==> config.mk <==
export PLATFORM = sky130hd
export DESIGN_NAME = ott_trip_timer
export DESIGN_NICKNAME = d
export VERILOG_FILES = /design/src/hw/ott_pkg.sv /design/src/hw/ott_log_mem.sv /design/src/hw/ott_trip_timer.sv
export SDC_FILE = /design/constraint.sdc
export NUM_CORES = 2
export LEC_CHECK = 0
export BUFFER_PORTS_ARGS = -buffer_cell sky130_fd_sc_hd__buf_2
export CORE_ASPECT_RATIO = 2
export CORE_MARGIN = 3
export CORE_UTILIZATION = 58
export DETAILED_ROUTE_END_ITERATION = 6
export GPL_TIMING_DRIVEN = 0
export PLACE_DENSITY = 0.78
export SYNTH_ARGS = -nofsm -noshare
export SYNTH_HDL_FRONTEND = slang
export SYNTH_SLANG_ARGS = --single-unit
==> constraint.sdc <==
create_clock -name clk_sys -period 14.2 [get_ports clk_sys]
set_input_delay 0 -clock clk_sys [delete_from_list [all_inputs] [get_ports clk_sys]]
set_output_delay 0 -clock clk_sys [all_outputs]
set_load 0.01 [all_outputs]
==> src/hw/ott_pkg.sv <==
// Purpose: shared constants and types of the over-level trip timer
// Assumes: tick is a one-cycle pulse once per program cycle
// Notes:   levels are unsigned Q8.8 ratios to the pick-up threshold
package ott_pkg;
  // program cycle and setting steps, in milliseconds
  localparam int TICK_MS     = 5;
  localparam int DT_STEP_MS  = 5;
  localparam int K_STEP_MS   = 10;
  localparam int REL_STEP_MS = 5;
  localparam int DT_TICKS_PER_STEP  = DT_STEP_MS / TICK_MS;
  localparam int K_TICKS_PER_STEP   = K_STEP_MS / TICK_MS;
  localparam int REL_TICKS_PER_STEP = REL_STEP_MS / TICK_MS;
  localparam int REMAIN_MAX_S = 1800;
  localparam logic [18:0] REMAIN_MAX_TICKS =
    19'(REMAIN_MAX_S * 1000 / TICK_MS);
  // ratio arithmetic
  localparam logic [15:0] ONE_Q      = 16'h0100;
  localparam logic [15:0] RELEASE_Q  = 16'h00F9;
  localparam logic [11:0] EXP_UNIT   = 12'h064;
  localparam logic [39:0] FRAC_MUL   = 40'h0000000029;
  localparam int          FRAC_SHIFT = 12;
  // setting codes
  localparam logic [1:0] DLY_FIXED   = 2'h1;
  localparam logic [1:0] DLY_INVERSE = 2'h2;
  localparam logic [1:0] OPT_NO      = 2'h1;
  localparam logic [1:0] OPT_YES     = 2'h2;
  // values after reset
  localparam logic [17:0] RST_DT  = 18'h00008;
  localparam logic [12:0] RST_K   = 13'h0005;
  localparam logic [11:0] RST_EXP = 12'h064;
  localparam logic [14:0] RST_REL = 15'h000C;
  // register byte offsets
  localparam logic [7:0] REG_CTRL   = 8'h00;
  localparam logic [7:0] REG_DT     = 8'h04;
  localparam logic [7:0] REG_DIAL   = 8'h08;
  localparam logic [7:0] REG_EXP    = 8'h0C;
  localparam logic [7:0] REG_REL    = 8'h10;
  localparam logic [7:0] REG_STAT   = 8'h14;
  localparam logic [7:0] REG_REMAIN = 8'h18;
  localparam logic [7:0] REG_LOGSEL = 8'h1C;
  localparam logic [7:0] REG_LOG0   = 8'h20;
  localparam logic [7:0] REG_LOG1   = 8'h24;
  localparam logic [7:0] REG_LOG2   = 8'h28;
  localparam logic [7:0] REG_LOG3   = 8'h2C;
  // events: pending bit order is start on/off, trip on/off, block on/off
  localparam int EV_PER_STAGE = 6;
  localparam int LOG_DEPTH    = 12;
  localparam logic [3:0] LOG_LAST = 4'hB;

  typedef enum logic [1:0] {TM_IDLE, TM_RUN, TM_REL, TM_TRIP} ott_tmr_type;
  typedef enum logic [1:0] {PW_LOAD, PW_MUL, PW_FRAC} ott_pw_type;

  typedef struct packed {
    logic [31:0] stamp;
    logic [4:0]  code;
    logic [2:0]  fault;
    logic [15:0] preTrig;
    logic [15:0] faultLvl;
    logic [15:0] preFault;
    logic [18:0] remain;
    logic [2:0]  group;
  } ott_log_type;

  typedef struct packed {
    ott_tmr_type tmr;
    ott_pw_type  pwSt;
    logic        start;
    logic        trip;
    logic        blocked;
    logic        pickup;
    logic [2:0]  blkSync;
    logic        blkLvl;
    logic [18:0] opCnt;
    logic [23:0] acc;
    logic [15:0] relCnt;
    logic [15:0] pw;
    logic [11:0] pwRem;
    logic [15:0] pwLat;
    logic [18:0] remain;
    logic [5:0]  evPend;
    logic        evValid;
    logic [4:0]  evCode;
    logic [31:0] evTime;
    logic [15:0] evLevel;
    logic        logWr;
    ott_log_type logEntry;
    logic [3:0]  logWp;
    logic [3:0]  logCnt;
    logic [3:0]  logSel;
    logic [1:0]  delayType;
    logic [1:0]  relMode;
    logic [1:0]  rstMode;
    logic [1:0]  contMode;
    logic        evOnEn;
    logic        evOffEn;
    logic [17:0] dtDelay;
    logic [12:0] dialK;
    logic [11:0] expo;
    logic [14:0] relDelay;
    logic [31:0] prdata;
    logic        pready;
    logic        pslverr;
  } ott_state_type;

  localparam ott_state_type ST_RST = '{
    tmr: TM_IDLE, pwSt: PW_LOAD, pw: ONE_Q, pwLat: ONE_Q,
    delayType: DLY_FIXED, relMode: OPT_YES, rstMode: OPT_YES,
    contMode: OPT_NO, evOnEn: 1'b1, evOffEn: 1'b1,
    dtDelay: RST_DT, dialK: RST_K, expo: RST_EXP, relDelay: RST_REL,
    default: '0};
endpackage : ott_pkg

==> src/hw/ott_log_mem.sv <==
// Purpose: fault record storage, one write port, registered read
// Assumes: addresses at or above DEPTH are never written
// Notes:   contents are not reset; only the read register is
`timescale 1ns/1ps
module ott_log_mem #(
  parameter int WIDTH = 110,
  parameter int DEPTH = 12,
  parameter int AW    = 4
) (
  // system
  input  wire logic             clk_sys,
  input  wire logic             resetn,
  // write side
  input  wire logic             wrEn,
  input  wire logic [AW-1:0]    wrAddr,
  input  wire logic [WIDTH-1:0] wrData,
  // read side
  input  wire logic [AW-1:0]    rdAddr,
  output logic      [WIDTH-1:0] rdData
);
  logic [WIDTH-1:0] mem [DEPTH];

  always_ff @(posedge clk_sys) begin
    if (wrEn) begin
      mem[wrAddr] <= wrData;
    end
  end

  always_ff @(posedge clk_sys or negedge resetn) begin
    if (!resetn) begin
      rdData <= '0;
    end else if (32'(rdAddr) < DEPTH) begin
      rdData <= mem[rdAddr];
    end else begin
      rdData <= '0;
    end
  end
endmodule : ott_log_mem

==> src/hw/ott_trip_timer.sv <==
// Purpose: trip/release timing, events and fault record of one stage
// Assumes: levelRatio is measured level over threshold, Q8.8
// Notes:   all timing advances only on tick
// Behaviour
// - instant mode trips together with start
// - fixed delay trips when the operate count reaches the delay
// - inverse time is k over ratio-power minus one
// - delay type 1 fixed, 2 inverse, default fixed
// - fixed delay 5 ms steps, default 40 ms
// - zero fixed delay means instant stage
// - dial k 10 ms steps, default 50 ms
// - exponent 0.01 steps, default 1.00
// - release delay 5 ms steps, default 60 ms
// - delayed release holds start, else drops
// - counter clears after release or at loss
// - optional counting on through release time
// - default holds counter during release time
// - no trip during release without re-pick-up
// - events on every change, on/off selectable
// - four stages, six event codes each
// - events carry time stamp and process data
// - twelve-entry rolling log of on events
// - log entry fields as listed
// - start only unblocked, else blocked output
// - blocking clears start, release proceeds
// - pick-up above one, release below 97 percent
`timescale 1ns/1ps
module ott_trip_timer import ott_pkg::*; #(
  parameter int STAGE = 0
) (
  // system
  input  wire logic        clk_sys,
  input  wire logic        resetn,
  // register bus
  input  wire logic        psel,
  input  wire logic        penable,
  input  wire logic        pwrite,
  input  wire logic [7:0]  paddr,
  input  wire logic [31:0] pwdata,
  output logic      [31:0] prdata,
  output logic             pready,
  output logic             pslverr,
  // measurement and context
  input  wire logic        tick,
  input  wire logic [15:0] levelRatio,
  input  wire logic [15:0] faultLevel,
  input  wire logic [15:0] preTrigLevel,
  input  wire logic [15:0] preFaultLevel,
  input  wire logic [2:0]  faultType,
  input  wire logic [2:0]  settingGroup,
  input  wire logic [31:0] timeStamp,
  input  wire logic        blockIn,
  // stage outputs
  output logic             start,
  output logic             trip,
  output logic             blocked,
  // event stream
  output logic             evValid,
  output logic      [4:0]  evCode,
  output logic      [31:0] evTime,
  output logic      [15:0] evLevel
);
  ott_state_type q;
  ott_state_type d;
  ott_log_type   logRd;
  logic          fixedMode;
  logic [18:0]   dtTicks;
  logic [23:0]   kTarget;
  logic [15:0]   relTicks;

  assign fixedMode = (q.delayType != DLY_INVERSE);
  assign dtTicks = 19'(32'(q.dtDelay) * DT_TICKS_PER_STEP);
  assign kTarget = 24'(32'(q.dialK) * K_TICKS_PER_STEP * 256);
  assign relTicks = 16'(32'(q.relDelay) * REL_TICKS_PER_STEP);

  ott_log_mem #(.WIDTH($bits(ott_log_type)), .DEPTH(LOG_DEPTH), .AW(4))
  uLog (
    .clk_sys (clk_sys),
    .resetn  (resetn),
    .wrEn    (q.logWr),
    .wrAddr  (q.logWp),
    .wrData  (q.logEntry),
    .rdAddr  (q.logSel),
    .rdData  (logRd)
  );

  always_comb begin
    logic [31:0]  prod;
    logic [31:0]  p1;
    logic [39:0]  fr;
    logic [39:0]  sum;
    logic [15:0]  excess;
    logic [18:0]  nxtCnt;
    logic [24:0]  accSum;
    logic [23:0]  nxtAcc;
    logic [23:0]  accLeft;
    logic         reached;
    logic         pkNow;
    logic         act;
    logic [5:0]   newBits;
    logic [5:0]   clr;
    logic [2:0]   idx;
    logic [127:0] logWide;
    prod = 32'(q.pw) * 32'(levelRatio);
    p1 = 32'(q.pw) * 32'(levelRatio - ONE_Q);
    fr = ((40'(p1[31:8]) * 40'(q.pwRem) * FRAC_MUL) >> FRAC_SHIFT);
    sum = 40'(q.pw) + fr;
    excess = (q.pwLat > ONE_Q) ? q.pwLat - ONE_Q : 16'h0000;
    nxtCnt = (q.tmr == TM_IDLE) ? 19'h00000
           : (&q.opCnt) ? q.opCnt : q.opCnt + 19'h00001;
    accSum = 25'(q.acc) + 25'(excess);
    nxtAcc = (q.tmr == TM_IDLE) ? 24'h000000
           : accSum[24] ? 24'hFFFFFF : accSum[23:0];
    accLeft = (kTarget > nxtAcc) ? kTarget - nxtAcc : 24'h000000;
    reached = fixedMode ? (nxtCnt >= dtTicks) : (nxtAcc >= kTarget);
    // levels between 97 percent and one keep the previous pick-up
    pkNow = (levelRatio > ONE_Q) ? 1'b1
          : (levelRatio < RELEASE_Q) ? 1'b0 : q.pickup;
    act = pkNow & ~q.blkLvl;
    newBits = '0;
    clr = '0;
    idx = 3'h0;
    logWide = {18'h00000, logRd};
    d = q;

    // the second and third stages must agree before blocking changes
    d.blkSync = {q.blkSync[1:0], blockIn};
    if (q.blkSync[2] == q.blkSync[1]) begin
      d.blkLvl = q.blkSync[2];
    end

    // ratio power: integer steps by multiply, fraction by linear step
    unique case (q.pwSt)
      PW_LOAD: begin
        d.pw = ONE_Q;
        d.pwRem = q.expo;
        d.pwSt = PW_MUL;
      end
      PW_MUL: begin
        if (q.pwRem >= EXP_UNIT) begin
          d.pw = (|prod[31:24]) ? 16'hFFFF : prod[23:8];
          d.pwRem = q.pwRem - EXP_UNIT;
        end else begin
          d.pwSt = PW_FRAC;
        end
      end
      PW_FRAC: begin
        if (levelRatio > ONE_Q) begin
          d.pwLat = (|sum[39:16]) ? 16'hFFFF : sum[15:0];
        end else begin
          d.pwLat = q.pw;
        end
        d.pwSt = PW_LOAD;
      end
    endcase

    if (tick) begin
      d.pickup = pkNow;
      d.blocked = pkNow & q.blkLvl;
      unique case (q.tmr)
        TM_TRIP: begin
          if (!act) begin
            d.trip = 1'b0;
            d.start = 1'b0;
            d.opCnt = '0;
            d.acc = '0;
            d.tmr = TM_IDLE;
          end
        end
        TM_IDLE, TM_RUN, TM_REL: begin
          if (act) begin
            d.start = 1'b1;
            d.opCnt = nxtCnt;
            d.acc = nxtAcc;
            d.remain = fixedMode
              ? ((dtTicks > nxtCnt) ? dtTicks - nxtCnt : 19'h00000)
              : ((|accLeft[23:19]) ? REMAIN_MAX_TICKS
                 : 19'(accLeft[23:8]));
            if (d.remain > REMAIN_MAX_TICKS) begin
              d.remain = REMAIN_MAX_TICKS;
            end
            if (reached) begin
              d.trip = 1'b1;
              d.tmr = TM_TRIP;
            end else begin
              d.tmr = TM_RUN;
            end
          end else if (q.tmr == TM_RUN) begin
            // blocking drops start but timing goes on as a release
            d.start = ~q.blkLvl & (q.relMode == OPT_YES);
            d.relCnt = 16'h0001;
            if (q.rstMode == OPT_NO) begin
              d.opCnt = '0;
              d.acc = '0;
            end else if (q.contMode == OPT_YES) begin
              d.opCnt = nxtCnt;
              d.acc = nxtAcc;
            end
            if (16'h0001 >= relTicks) begin
              d.start = 1'b0;
              d.opCnt = '0;
              d.acc = '0;
              d.tmr = TM_IDLE;
            end else begin
              d.tmr = TM_REL;
            end
          end else if (q.tmr == TM_REL) begin
            d.start = q.start & ~q.blkLvl;
            d.relCnt = q.relCnt + 16'h0001;
            if (q.contMode == OPT_YES) begin
              d.opCnt = nxtCnt;
              d.acc = nxtAcc;
            end
            if (q.relCnt + 16'h0001 >= relTicks) begin
              d.start = 1'b0;
              d.opCnt = '0;
              d.acc = '0;
              d.tmr = TM_IDLE;
            end
          end
        end
      endcase
      newBits = {~d.blocked & q.blocked, d.blocked & ~q.blocked,
                 ~d.trip & q.trip, d.trip & ~q.trip,
                 ~d.start & q.start, d.start & ~q.start};
    end

    // one pending change leaves per cycle, lowest bit first
    for (int i = 5; i >= 0; i--) begin
      if (q.evPend[i]) begin
        idx = 3'(i);
      end
    end
    d.evValid = 1'b0;
    d.logWr = 1'b0;
    if (q.evPend != 6'h00) begin
      clr = 6'(6'h01 << idx);
      d.evValid = idx[0] ? q.evOffEn : q.evOnEn;
      d.evCode = 5'(STAGE * EV_PER_STAGE) + 5'(idx);
      d.evTime = timeStamp;
      d.evLevel = faultLevel;
      if (!idx[0]) begin
        d.logWr = 1'b1;
        d.logEntry = '{stamp: timeStamp,
                       code: 5'(STAGE * EV_PER_STAGE) + 5'(idx),
                       fault: faultType, preTrig: preTrigLevel,
                       faultLvl: faultLevel, preFault: preFaultLevel,
                       remain: q.remain, group: settingGroup};
      end
    end
    // a change arriving while its bit leaves is kept
    d.evPend = (q.evPend & ~clr) | newBits;

    if (q.logWr) begin
      d.logWp = (q.logWp == LOG_LAST) ? 4'h0 : q.logWp + 4'h1;
      d.logCnt = (q.logCnt == 4'(LOG_DEPTH)) ? q.logCnt
               : q.logCnt + 4'h1;
    end

    // zero wait states: the answer is prepared in the setup cycle
    d.pready = 1'b1;
    if (psel && !penable) begin
      d.pslverr = 1'b0;
      d.prdata = '0;
      unique case (paddr)
        REG_CTRL:   d.prdata = {22'h000000, q.evOffEn, q.evOnEn,
                                q.contMode, q.rstMode, q.relMode,
                                q.delayType};
        REG_DT:     d.prdata = 32'(q.dtDelay);
        REG_DIAL:   d.prdata = 32'(q.dialK);
        REG_EXP:    d.prdata = 32'(q.expo);
        REG_REL:    d.prdata = 32'(q.relDelay);
        REG_STAT:   d.prdata = {24'h000000, q.logCnt, q.pickup,
                                q.blocked, q.trip, q.start};
        REG_REMAIN: d.prdata = 32'(q.remain);
        REG_LOGSEL: d.prdata = 32'(q.logSel);
        REG_LOG0:   d.prdata = logWide[31:0];
        REG_LOG1:   d.prdata = logWide[63:32];
        REG_LOG2:   d.prdata = logWide[95:64];
        REG_LOG3:   d.prdata = logWide[127:96];
        default:    d.pslverr = 1'b1;
      endcase
    end
    if (psel && penable && pwrite && q.pready && !q.pslverr) begin
      unique case (paddr)
        REG_CTRL: begin
          d.delayType = pwdata[1:0];
          d.relMode = pwdata[3:2];
          d.rstMode = pwdata[5:4];
          d.contMode = pwdata[7:6];
          d.evOnEn = pwdata[8];
          d.evOffEn = pwdata[9];
        end
        REG_DT:     d.dtDelay = pwdata[17:0];
        REG_DIAL:   d.dialK = pwdata[12:0];
        REG_EXP:    d.expo = pwdata[11:0];
        REG_REL:    d.relDelay = pwdata[14:0];
        REG_LOGSEL: d.logSel = pwdata[3:0];
        default:    d.logSel = q.logSel;
      endcase
    end
  end

  always_ff @(posedge clk_sys or negedge resetn) begin
    if (!resetn) begin
      q <= ST_RST;
    end else begin
      q <= d;
    end
  end

  assign prdata = q.prdata;
  assign pready = q.pready;
  assign pslverr = q.pslverr;
  assign start = q.start;
  assign trip = q.trip;
  assign blocked = q.blocked;
  assign evValid = q.evValid;
  assign evCode = q.evCode;
  assign evTime = q.evTime;
  assign evLevel = q.evLevel;
endmodule : ott_trip_timer

# Word level (Yosys, flattened, before mapping)

Memory sizes are Yosys's and may differ from the RTL's.
Cells that the tools add are included.

Add/subtract/negate cells: 11
Multipliers: 4
Divide/modulo/power cells: 0
$lt $le $gt $ge: 12
Equality and inequality tests: 28
Shift-type cells: 1
Muxes and demuxes: 64
Bitwise logic cells: 23
Reduce and logical (&&, ||, !) cells: 32

Operator list:

| kind                  | number |
|---|---|
| $pmux 32 s12          | 1 |
| $mux 43               | 6 |
| $mux 165              | 1 |
| $mux 59               | 2 |
| $mux 19               | 6 |
| $mux 111              | 1 |
| $mux 110              | 1 |
| $pmux 43 s2           | 1 |
| $mux 24               | 3 |
| $mux 16               | 4 |
| $pmux 28 s2           | 1 |
| $mul 36x6->40 const B | 1 |
| $mul 24x12->36        | 1 |
| $eq 8x5->1 const B    | 4 |
| $eq 8x6->1 const B    | 4 |
| $gt 16x9->1 const B   | 2 |
| $mul 16x16->32        | 1 |
| $mul 17x17->32        | 1 |
| $add 16x28->29        | 1 |
| $mux 28               | 1 |
| $add 24x16->25        | 1 |
| $ge 24x22->1          | 1 |
| $gt 22x24->1          | 1 |
| $reduce_or 24->1      | 1 |
| other kinds (51)      | 128 |

Register bits after elaboration: 524
Bits in latches: 0
RAM bits: 1284
Memory bits (read-only): 0
Bits of input ports: 149
Output and inout bits: 91
Logic and storage cells: 222
Memories: 1

Memory list:

| memory   | depth | width | rd ports | clocked after memory_dff | write ports | RTL line          | source |
|---|---|---|---|---|---|---|---|
| uLog.mem | 12    | 107   | 1        | 0                        | 1           | ott_log_mem.sv:21 | `logic [WIDTH-1:0] mem [DEPTH];` |

# Depth between registers and ports, before layout

Depth in word-level cells: 15
Gate-level depth with buffers: 74
Depth with buffers taken out: 68

# By module

A second synthesis with hierarchy kept.

Cell total of the unflattened synthesis: 7796
Area total of the unflattened synthesis: 103739.5 um2

Modules (own cells, without submodules):

| module         | times used | cells each | area an instance (um2) | seq. area each (um2) |
|---|---|---|---|---|
| ott_log_mem    | 1          | 2224       | 52233.8                | 42390.7 |
| ott_trip_timer | 1          | 5572       | 51505.6                | 10380.0 |

# Worst setup path before layout

Ideal clock, no wire load.

Path type: input port to flip-flop
From: input levelRatio[9]
To: register q[309] (netlist bit)
Setup time: 0.126 ns
Arrival: 15.548 ns
Required time: 14.074 ns
Setup slack: -1.473 ns
Stages: 69
Buffers on the path: 7
Cell sequence: clkbuf_1 buf_1 inv_1 ha_1 inv_1 or3_1 xor2_1 clkbuf_1 nor2b_1 fa_1 fa_1 fa_1 fa_1 fa_1 inv_1 fa_1 inv_1 ha_1 [... 33 more ...] nor3_1 nand2_1 nand3_1 a21oi_1 xnor2_1 ha_1 o21ai_0 a21oi_1 a21boi_0 o21ai_0 nand2b_1 a21oi_1 nor4b_4 and3_1 o2111ai_2 a2111oi_4 buf_6 a21oi_2

Word-level cells in the longest chain between the ends: 8
Elaborated cells on any way between the ends: 9
Classes of those cells: 2 x add/sub; 3 x mul; 1 x order compare; 2 x mux; 1 x reduce/logical

Ends and longest elaborated chain:

| item                 | RTL line              | source |
|---|---|---|
| from (decl)          | ott_trip_timer.sv:45  | `input wire logic [15:0] levelRatio,` |
| $sub 16x9->17        | ott_trip_timer.sv:105 | `p1 = 32'(q.pw) * 32'(levelRatio - ONE_Q);` |
| $mul 17x17->32       | ott_trip_timer.sv:105 |  |
| $mul 24x12->36       | ott_trip_timer.sv:106 | `fr = ((40'(p1[31:8]) * 40'(q.pwRem) * FRAC_MUL) >> FRAC_SHIFT);` |
| $mul 36x6->40        | ott_trip_timer.sv:106 |  |
| $add 16x28->29       | ott_trip_timer.sv:107 | `sum = 40'(q.pw) + fr;` |
| $reduce_or 24->1     | ott_trip_timer.sv:149 | `d.pwLat = (\|sum[39:16]) ? 16'hFFFF : sum[15:0];` |
| $mux 16              | ott_trip_timer.sv:149 |  |
| $mux 16 (*)          | ott_trip_timer.sv:148 | `if (levelRatio > ONE_Q) begin` |
| to (signal assigned) | ott_trip_timer.sv:306 | `q <= ST_RST;` |
| to (signal assigned) | ott_trip_timer.sv:308 | `q <= d;` |
| to (decl)            | ott_trip_timer.sv:63  | `ott_state_type q;` |

Mark *: on every way between the ends. The rest lies on a longest branch, timed or not.
A chain may end at the register's enable or synchronous reset.

# Final worst setup path

From: register q[339] (netlist bit)
To: register q[316] (netlist bit)

Word-level cells in the longest chain between the ends: 7

Ends and longest elaborated chain:

| item               | RTL line |
|---|---|
| $mul 17x17->32     | ott_trip_timer.sv:105 |
| $mul 24x12->36     | ott_trip_timer.sv:106 |
| $mul 36x6->40      | ott_trip_timer.sv:106 |
| $add 16x28->29 (*) | ott_trip_timer.sv:107 |
| $reduce_or 24->1   | ott_trip_timer.sv:149 |
| $mux 16 (*)        | ott_trip_timer.sv:149 |
| $mux 16 (*)        | ott_trip_timer.sv:148 |

Marks and branches as above.

==> impl_metrics.yaml <==
setup_path:
  rr_endpoint: "q[316]"
  timing.critical_path.mode_cell: "sky130_fd_sc_hd__fa_1"
  cp_slowest_cell: "sky130_fd_sc_hd__fa_1"
  wp_data_required_ps: 14850
  number_of_buffers_and_inverters_on_the_critical_path: 15
  worst_setup_path_end_kind: "register"
  timing.critical_path.to: "q[316]"
  timing.critical_path.fanout_max: 10
  path_type_of_the_worst_setup_path: "register to register"
  rr_startpoint: "q[339]"
  startpoint: "q[339]"
  r2r_setup_slack_ps: -1490
  reg2reg_depth: 65
  arrival_ps: 16350
  critPathLaunchType: "register"
  worst-path-stages: 65
  critPathTopFamily: "adder cells"
  largest_incremental_delay_on_the_critical_path_ps: 580
timing:
  fin_tns_setup_ps: -23280
  hold_violations: 0
  slew_violations: 81
  setup-violations-final: 16
  setup_slack_ps: -1490
  grt_setup_unrepaired: "yes"
  clock_skew_ps: 76.9
  final_min_period_over_clock_period_pct: 111
  fmax_mhz: 63.7
  worstMarginPinSlew_ps: 1810
  max-slew-margin-rel_pct: -21.0
  final_period_minus_worst_setup_slack_ps: 15690
yosys:
  postSynthAreaPerCell_um2: 12.9
  ys_seq_area_share_pct: 50.3
  synth_cell_type_count: 97
  cell_area_synth_um2: 103000
  synth-async-reset-ratio_pct: 28.9
  yosys_warnings: 0
  synthCells: 7967
  number_of_register_bits_inferred_by_synthesis: 1805
  synth_ff_type: "sky130_fd_sc_hd__edfxtp_1"
  synth-edff-count: 1284
drt:
  detail_route.wl_per_cell_um: 32.4
  drtIter0Drc: 8347
  routed_wirelength_um: 362000
  drt_first_pass_iters: 7
  drc: 0
  via_per_inst: 6.53
  antenna_left: 0
  num_vias: 73000
global_routing:
  antenna_violations_before_repair: 39
  first_pass_grt_wire_length_um: 514000
  grt_start_max_net_pins: 108
  vias_in_the_first_global_route: 77600
  grt-ovfl-total: 0
  grt_use_total_pct: 39.6
cts:
  insertion_delay_ps: 830
  cts_max_level: 4
  clock-sinks: 1805
  cts_inserted_buffers: 151
  clock_tree.root_cell: "sky130_fd_sc_hd__clkbuf_16"
  clk_pin_slew_ps: 80
  clockBufferDepth: 4
  cts_tree: "done"
place:
  place_worst_setup_slack_ps: -4710
  hpwl_um: 243000
  portBuffers: 217
  area_post_placement_um2: 108000
  finalWeightedCongestion: 1.02
status:
  status: "finished, violations left"
  violations: "capacitance limit, slew limit, setup timing"
finish:
  multiInputGateArea_um2: 47400
  layout.filler_cells: 11900
  nets: 9998
  post-route-cell-area_um2: 118000
  drive_above_1_share_pct: 17.0
  area_taken_by_flip_flops_and_latches_um2: 51600
  area_growth_syn_to_layout_pct: 15.1
die:
  start_util_pct: 58.6
  chipWidth_um: 303
  core.rowCount: 217
  floorplan.io_pins: 240
  core-area_um2: 175000
  die-height_um: 601
  die_area_um2: 182000
worst_hold_path:
  worst_min_delay_path_class: "primary input to register"
job:
  max_cap_viol_count: 8
==> layout make-up <==
cell class | instances | share of cell area, %
Clock buffer | 204 | 3.60
Tap cell | 2299 | 2.44
Inverter | 864 | 2.75
Timing Repair Buffer | 590 | 4.36
Multi-Input combinational cell | 4848 | 40.2
Clock inverter | 61 | 0.614
Sequential cell | 1805 | 43.7
Antenna cell | 59 | 0.125
Buffer | 441 | 2.21
==> cell usage after synthesis, types with 19 or more instances <==
master	number	share of area, %
sky130_fd_sc_hd__a21o_1	60	0.44
sky130_fd_sc_hd__nand3_1	54	0.26
sky130_fd_sc_hd__nor2_1	243	0.89
sky130_fd_sc_hd__edfxtp_1	1284	38
sky130_fd_sc_hd__buf_1	59	0.22
sky130_fd_sc_hd__nand3b_1	19	0.14
sky130_fd_sc_hd__nor3_1	55	0.27
sky130_fd_sc_hd__ha_1	494	6.0
sky130_fd_sc_hd__xnor2_1	119	1.0
sky130_fd_sc_hd__a222oi_1	20	0.20
sky130_fd_sc_hd__clkbuf_1	301	1.1
sky130_fd_sc_hd__mux2i_1	117	1.1
sky130_fd_sc_hd__and3_1	24	0.15
sky130_fd_sc_hd__and2_1	261	1.6
sky130_fd_sc_hd__nor2b_1	87	0.53
sky130_fd_sc_hd__buf_4	87	0.64
sky130_fd_sc_hd__mux2_2	76	0.83
sky130_fd_sc_hd__a22oi_1	45	0.33
sky130_fd_sc_hd__nand2_1	1165	4.3
sky130_fd_sc_hd__or3_1	19	0.12
sky130_fd_sc_hd__nand2b_1	53	0.32
sky130_fd_sc_hd__inv_1	859	3.1
sky130_fd_sc_hd__a31oi_1	27	0.16
sky130_fd_sc_hd__a221oi_1	24	0.20
sky130_fd_sc_hd__fa_1	654	13
sky130_fd_sc_hd__o21bai_1	27	0.20
sky130_fd_sc_hd__xor2_1	56	0.48
sky130_fd_sc_hd__o21ai_0	289	1.4
sky130_fd_sc_hd__mux4_2	321	7.0
sky130_fd_sc_hd__o21a_1	38	0.28
sky130_fd_sc_hd__dfrtp_1	505	12
sky130_fd_sc_hd__nand4_1	29	0.18
sky130_fd_sc_hd__a22o_1	40	0.34
sky130_fd_sc_hd__a21oi_1	175	0.85
==> registers in the layout, indices dropped and copies added, names as in the netlist <==
name         cells
uLog.mem      1284
q              323
uLog.rdData    107
evTime          32
prdata          32
evLevel         16
evCode           3
d                2
blocked          1
evValid          1
pready           1
pslverr          1
start            1
trip             1
==> cell usage in the layout, fill, tap and decap left out, types with 45 or more instances in the layout <==
| cell | count |
|---|---|
| sky130_fd_sc_hd__a21o_1 | 59 |
| sky130_fd_sc_hd__a21oi_1 | 143 |
| sky130_fd_sc_hd__a22oi_1 | 45 |
| sky130_fd_sc_hd__and2_1 | 248 |
| sky130_fd_sc_hd__buf_1 | 54 |
| sky130_fd_sc_hd__buf_2 | 224 |
| sky130_fd_sc_hd__buf_4 | 209 |
| sky130_fd_sc_hd__clkbuf_1 | 245 |
| sky130_fd_sc_hd__clkbuf_16 | 165 |
| sky130_fd_sc_hd__dfrtp_1 | 495 |
| sky130_fd_sc_hd__diode_2 | 59 |
| sky130_fd_sc_hd__dlygate4sd3_1 | 192 |
| sky130_fd_sc_hd__edfxtp_1 | 1284 |
| sky130_fd_sc_hd__fa_1 | 642 |
| sky130_fd_sc_hd__ha_1 | 452 |
| sky130_fd_sc_hd__inv_1 | 847 |
| sky130_fd_sc_hd__mux2_2 | 76 |
| sky130_fd_sc_hd__mux2i_1 | 116 |
| sky130_fd_sc_hd__mux4_2 | 321 |
| sky130_fd_sc_hd__nand2_1 | 1151 |
| sky130_fd_sc_hd__nand2b_1 | 53 |
| sky130_fd_sc_hd__nand3_1 | 51 |
| sky130_fd_sc_hd__nor2_1 | 226 |
| sky130_fd_sc_hd__nor2b_1 | 84 |
| sky130_fd_sc_hd__nor3_1 | 50 |
| sky130_fd_sc_hd__o21ai_0 | 264 |
| sky130_fd_sc_hd__xnor2_1 | 91 |
==> how the worst min path moves through the flow <==
stage,slack (ps),cells after the start,end,start
final,2,4,evLevel[1],faultLevel[1]
after detailed placement,80,1,q[196],resetn
after global placement,110,1,d[409],blockIn
after floorplan,-300,0,blocked,resetn
after CTS,0.5,4,q[136],preFaultLevel[0]
after global routing,10,4,q[116],settingGroup[2]
==> through the flow <==
stage	cells	hold WS (ps)	util, %
2_1_floorplan	7968	-296	-
3_3_place_gp	10500	114	61.0
3_5_place_dp	10500	75.2	61.6
4_1_cts	11100	0.481	66.8
5_1_grt	11200	13.5	67.4
6_report	11200	1.99	67.4
==> repair_timing <==
| action | 4_1_cts | 5_1_grt |
|---|---|---|
| gates cloned | 1 | 0 |
| setup buffers | 82 | 49 |
| pin swaps | 71 | 130 |
| endpoints found under the setup margin | 16 | 16 |
| endpoints found under the hold margin | 589 | 1 |
| resized for setup | 316 | 168 |
| hold buffers | 192 | 1 |
==> logic make-up (layout without fill, tap and decap cells) <==
family,Yosys count,after routing,synth area share [%]
XOR/XNOR,176,176,1.52
AND/OR/NAND/NOR,2092,2092,9.36
AO/OA/AOI/OAI,913,913,5.82
other,2,62,0.00732
adder cells (fa/ha/maj),1149,1149,18.8
buffers and inverters,1315,2160,5.14
flip-flops,1805,1805,50.3
multiplexers,515,515,9.04
==> worst reg2reg max path: cells and delay by family (launching register included) <==
family / cells / cell delay [ps]
adder cells (fa/ha/maj): 17 / 7740
flip-flops: 1 / 540
AO/OA/AOI/OAI: 23 / 3940
AND/OR/NAND/NOR: 7 / 750
buffers and inverters: 15 / 1790
XOR/XNOR: 3 / 750
==> routing by layer <==
| layer | vias to the layer above | global-route usage (%) | wire [µm] |
|---|---|---|---|
| li1 | 29100 | - | - |
| met1 | 36300 | 38.7 | 101000 |
| met2 | 5556 | 66.2 | 178000 |
| met3 | 1996 | 8.50 | 32200 |
| met4 | 16 | 42.1 | 50000 |
| met5 | - | 0 | 108 |
Power is not shown: default switching activity piles up to over one toggle a cycle in this logic, so the estimate is an artifact.
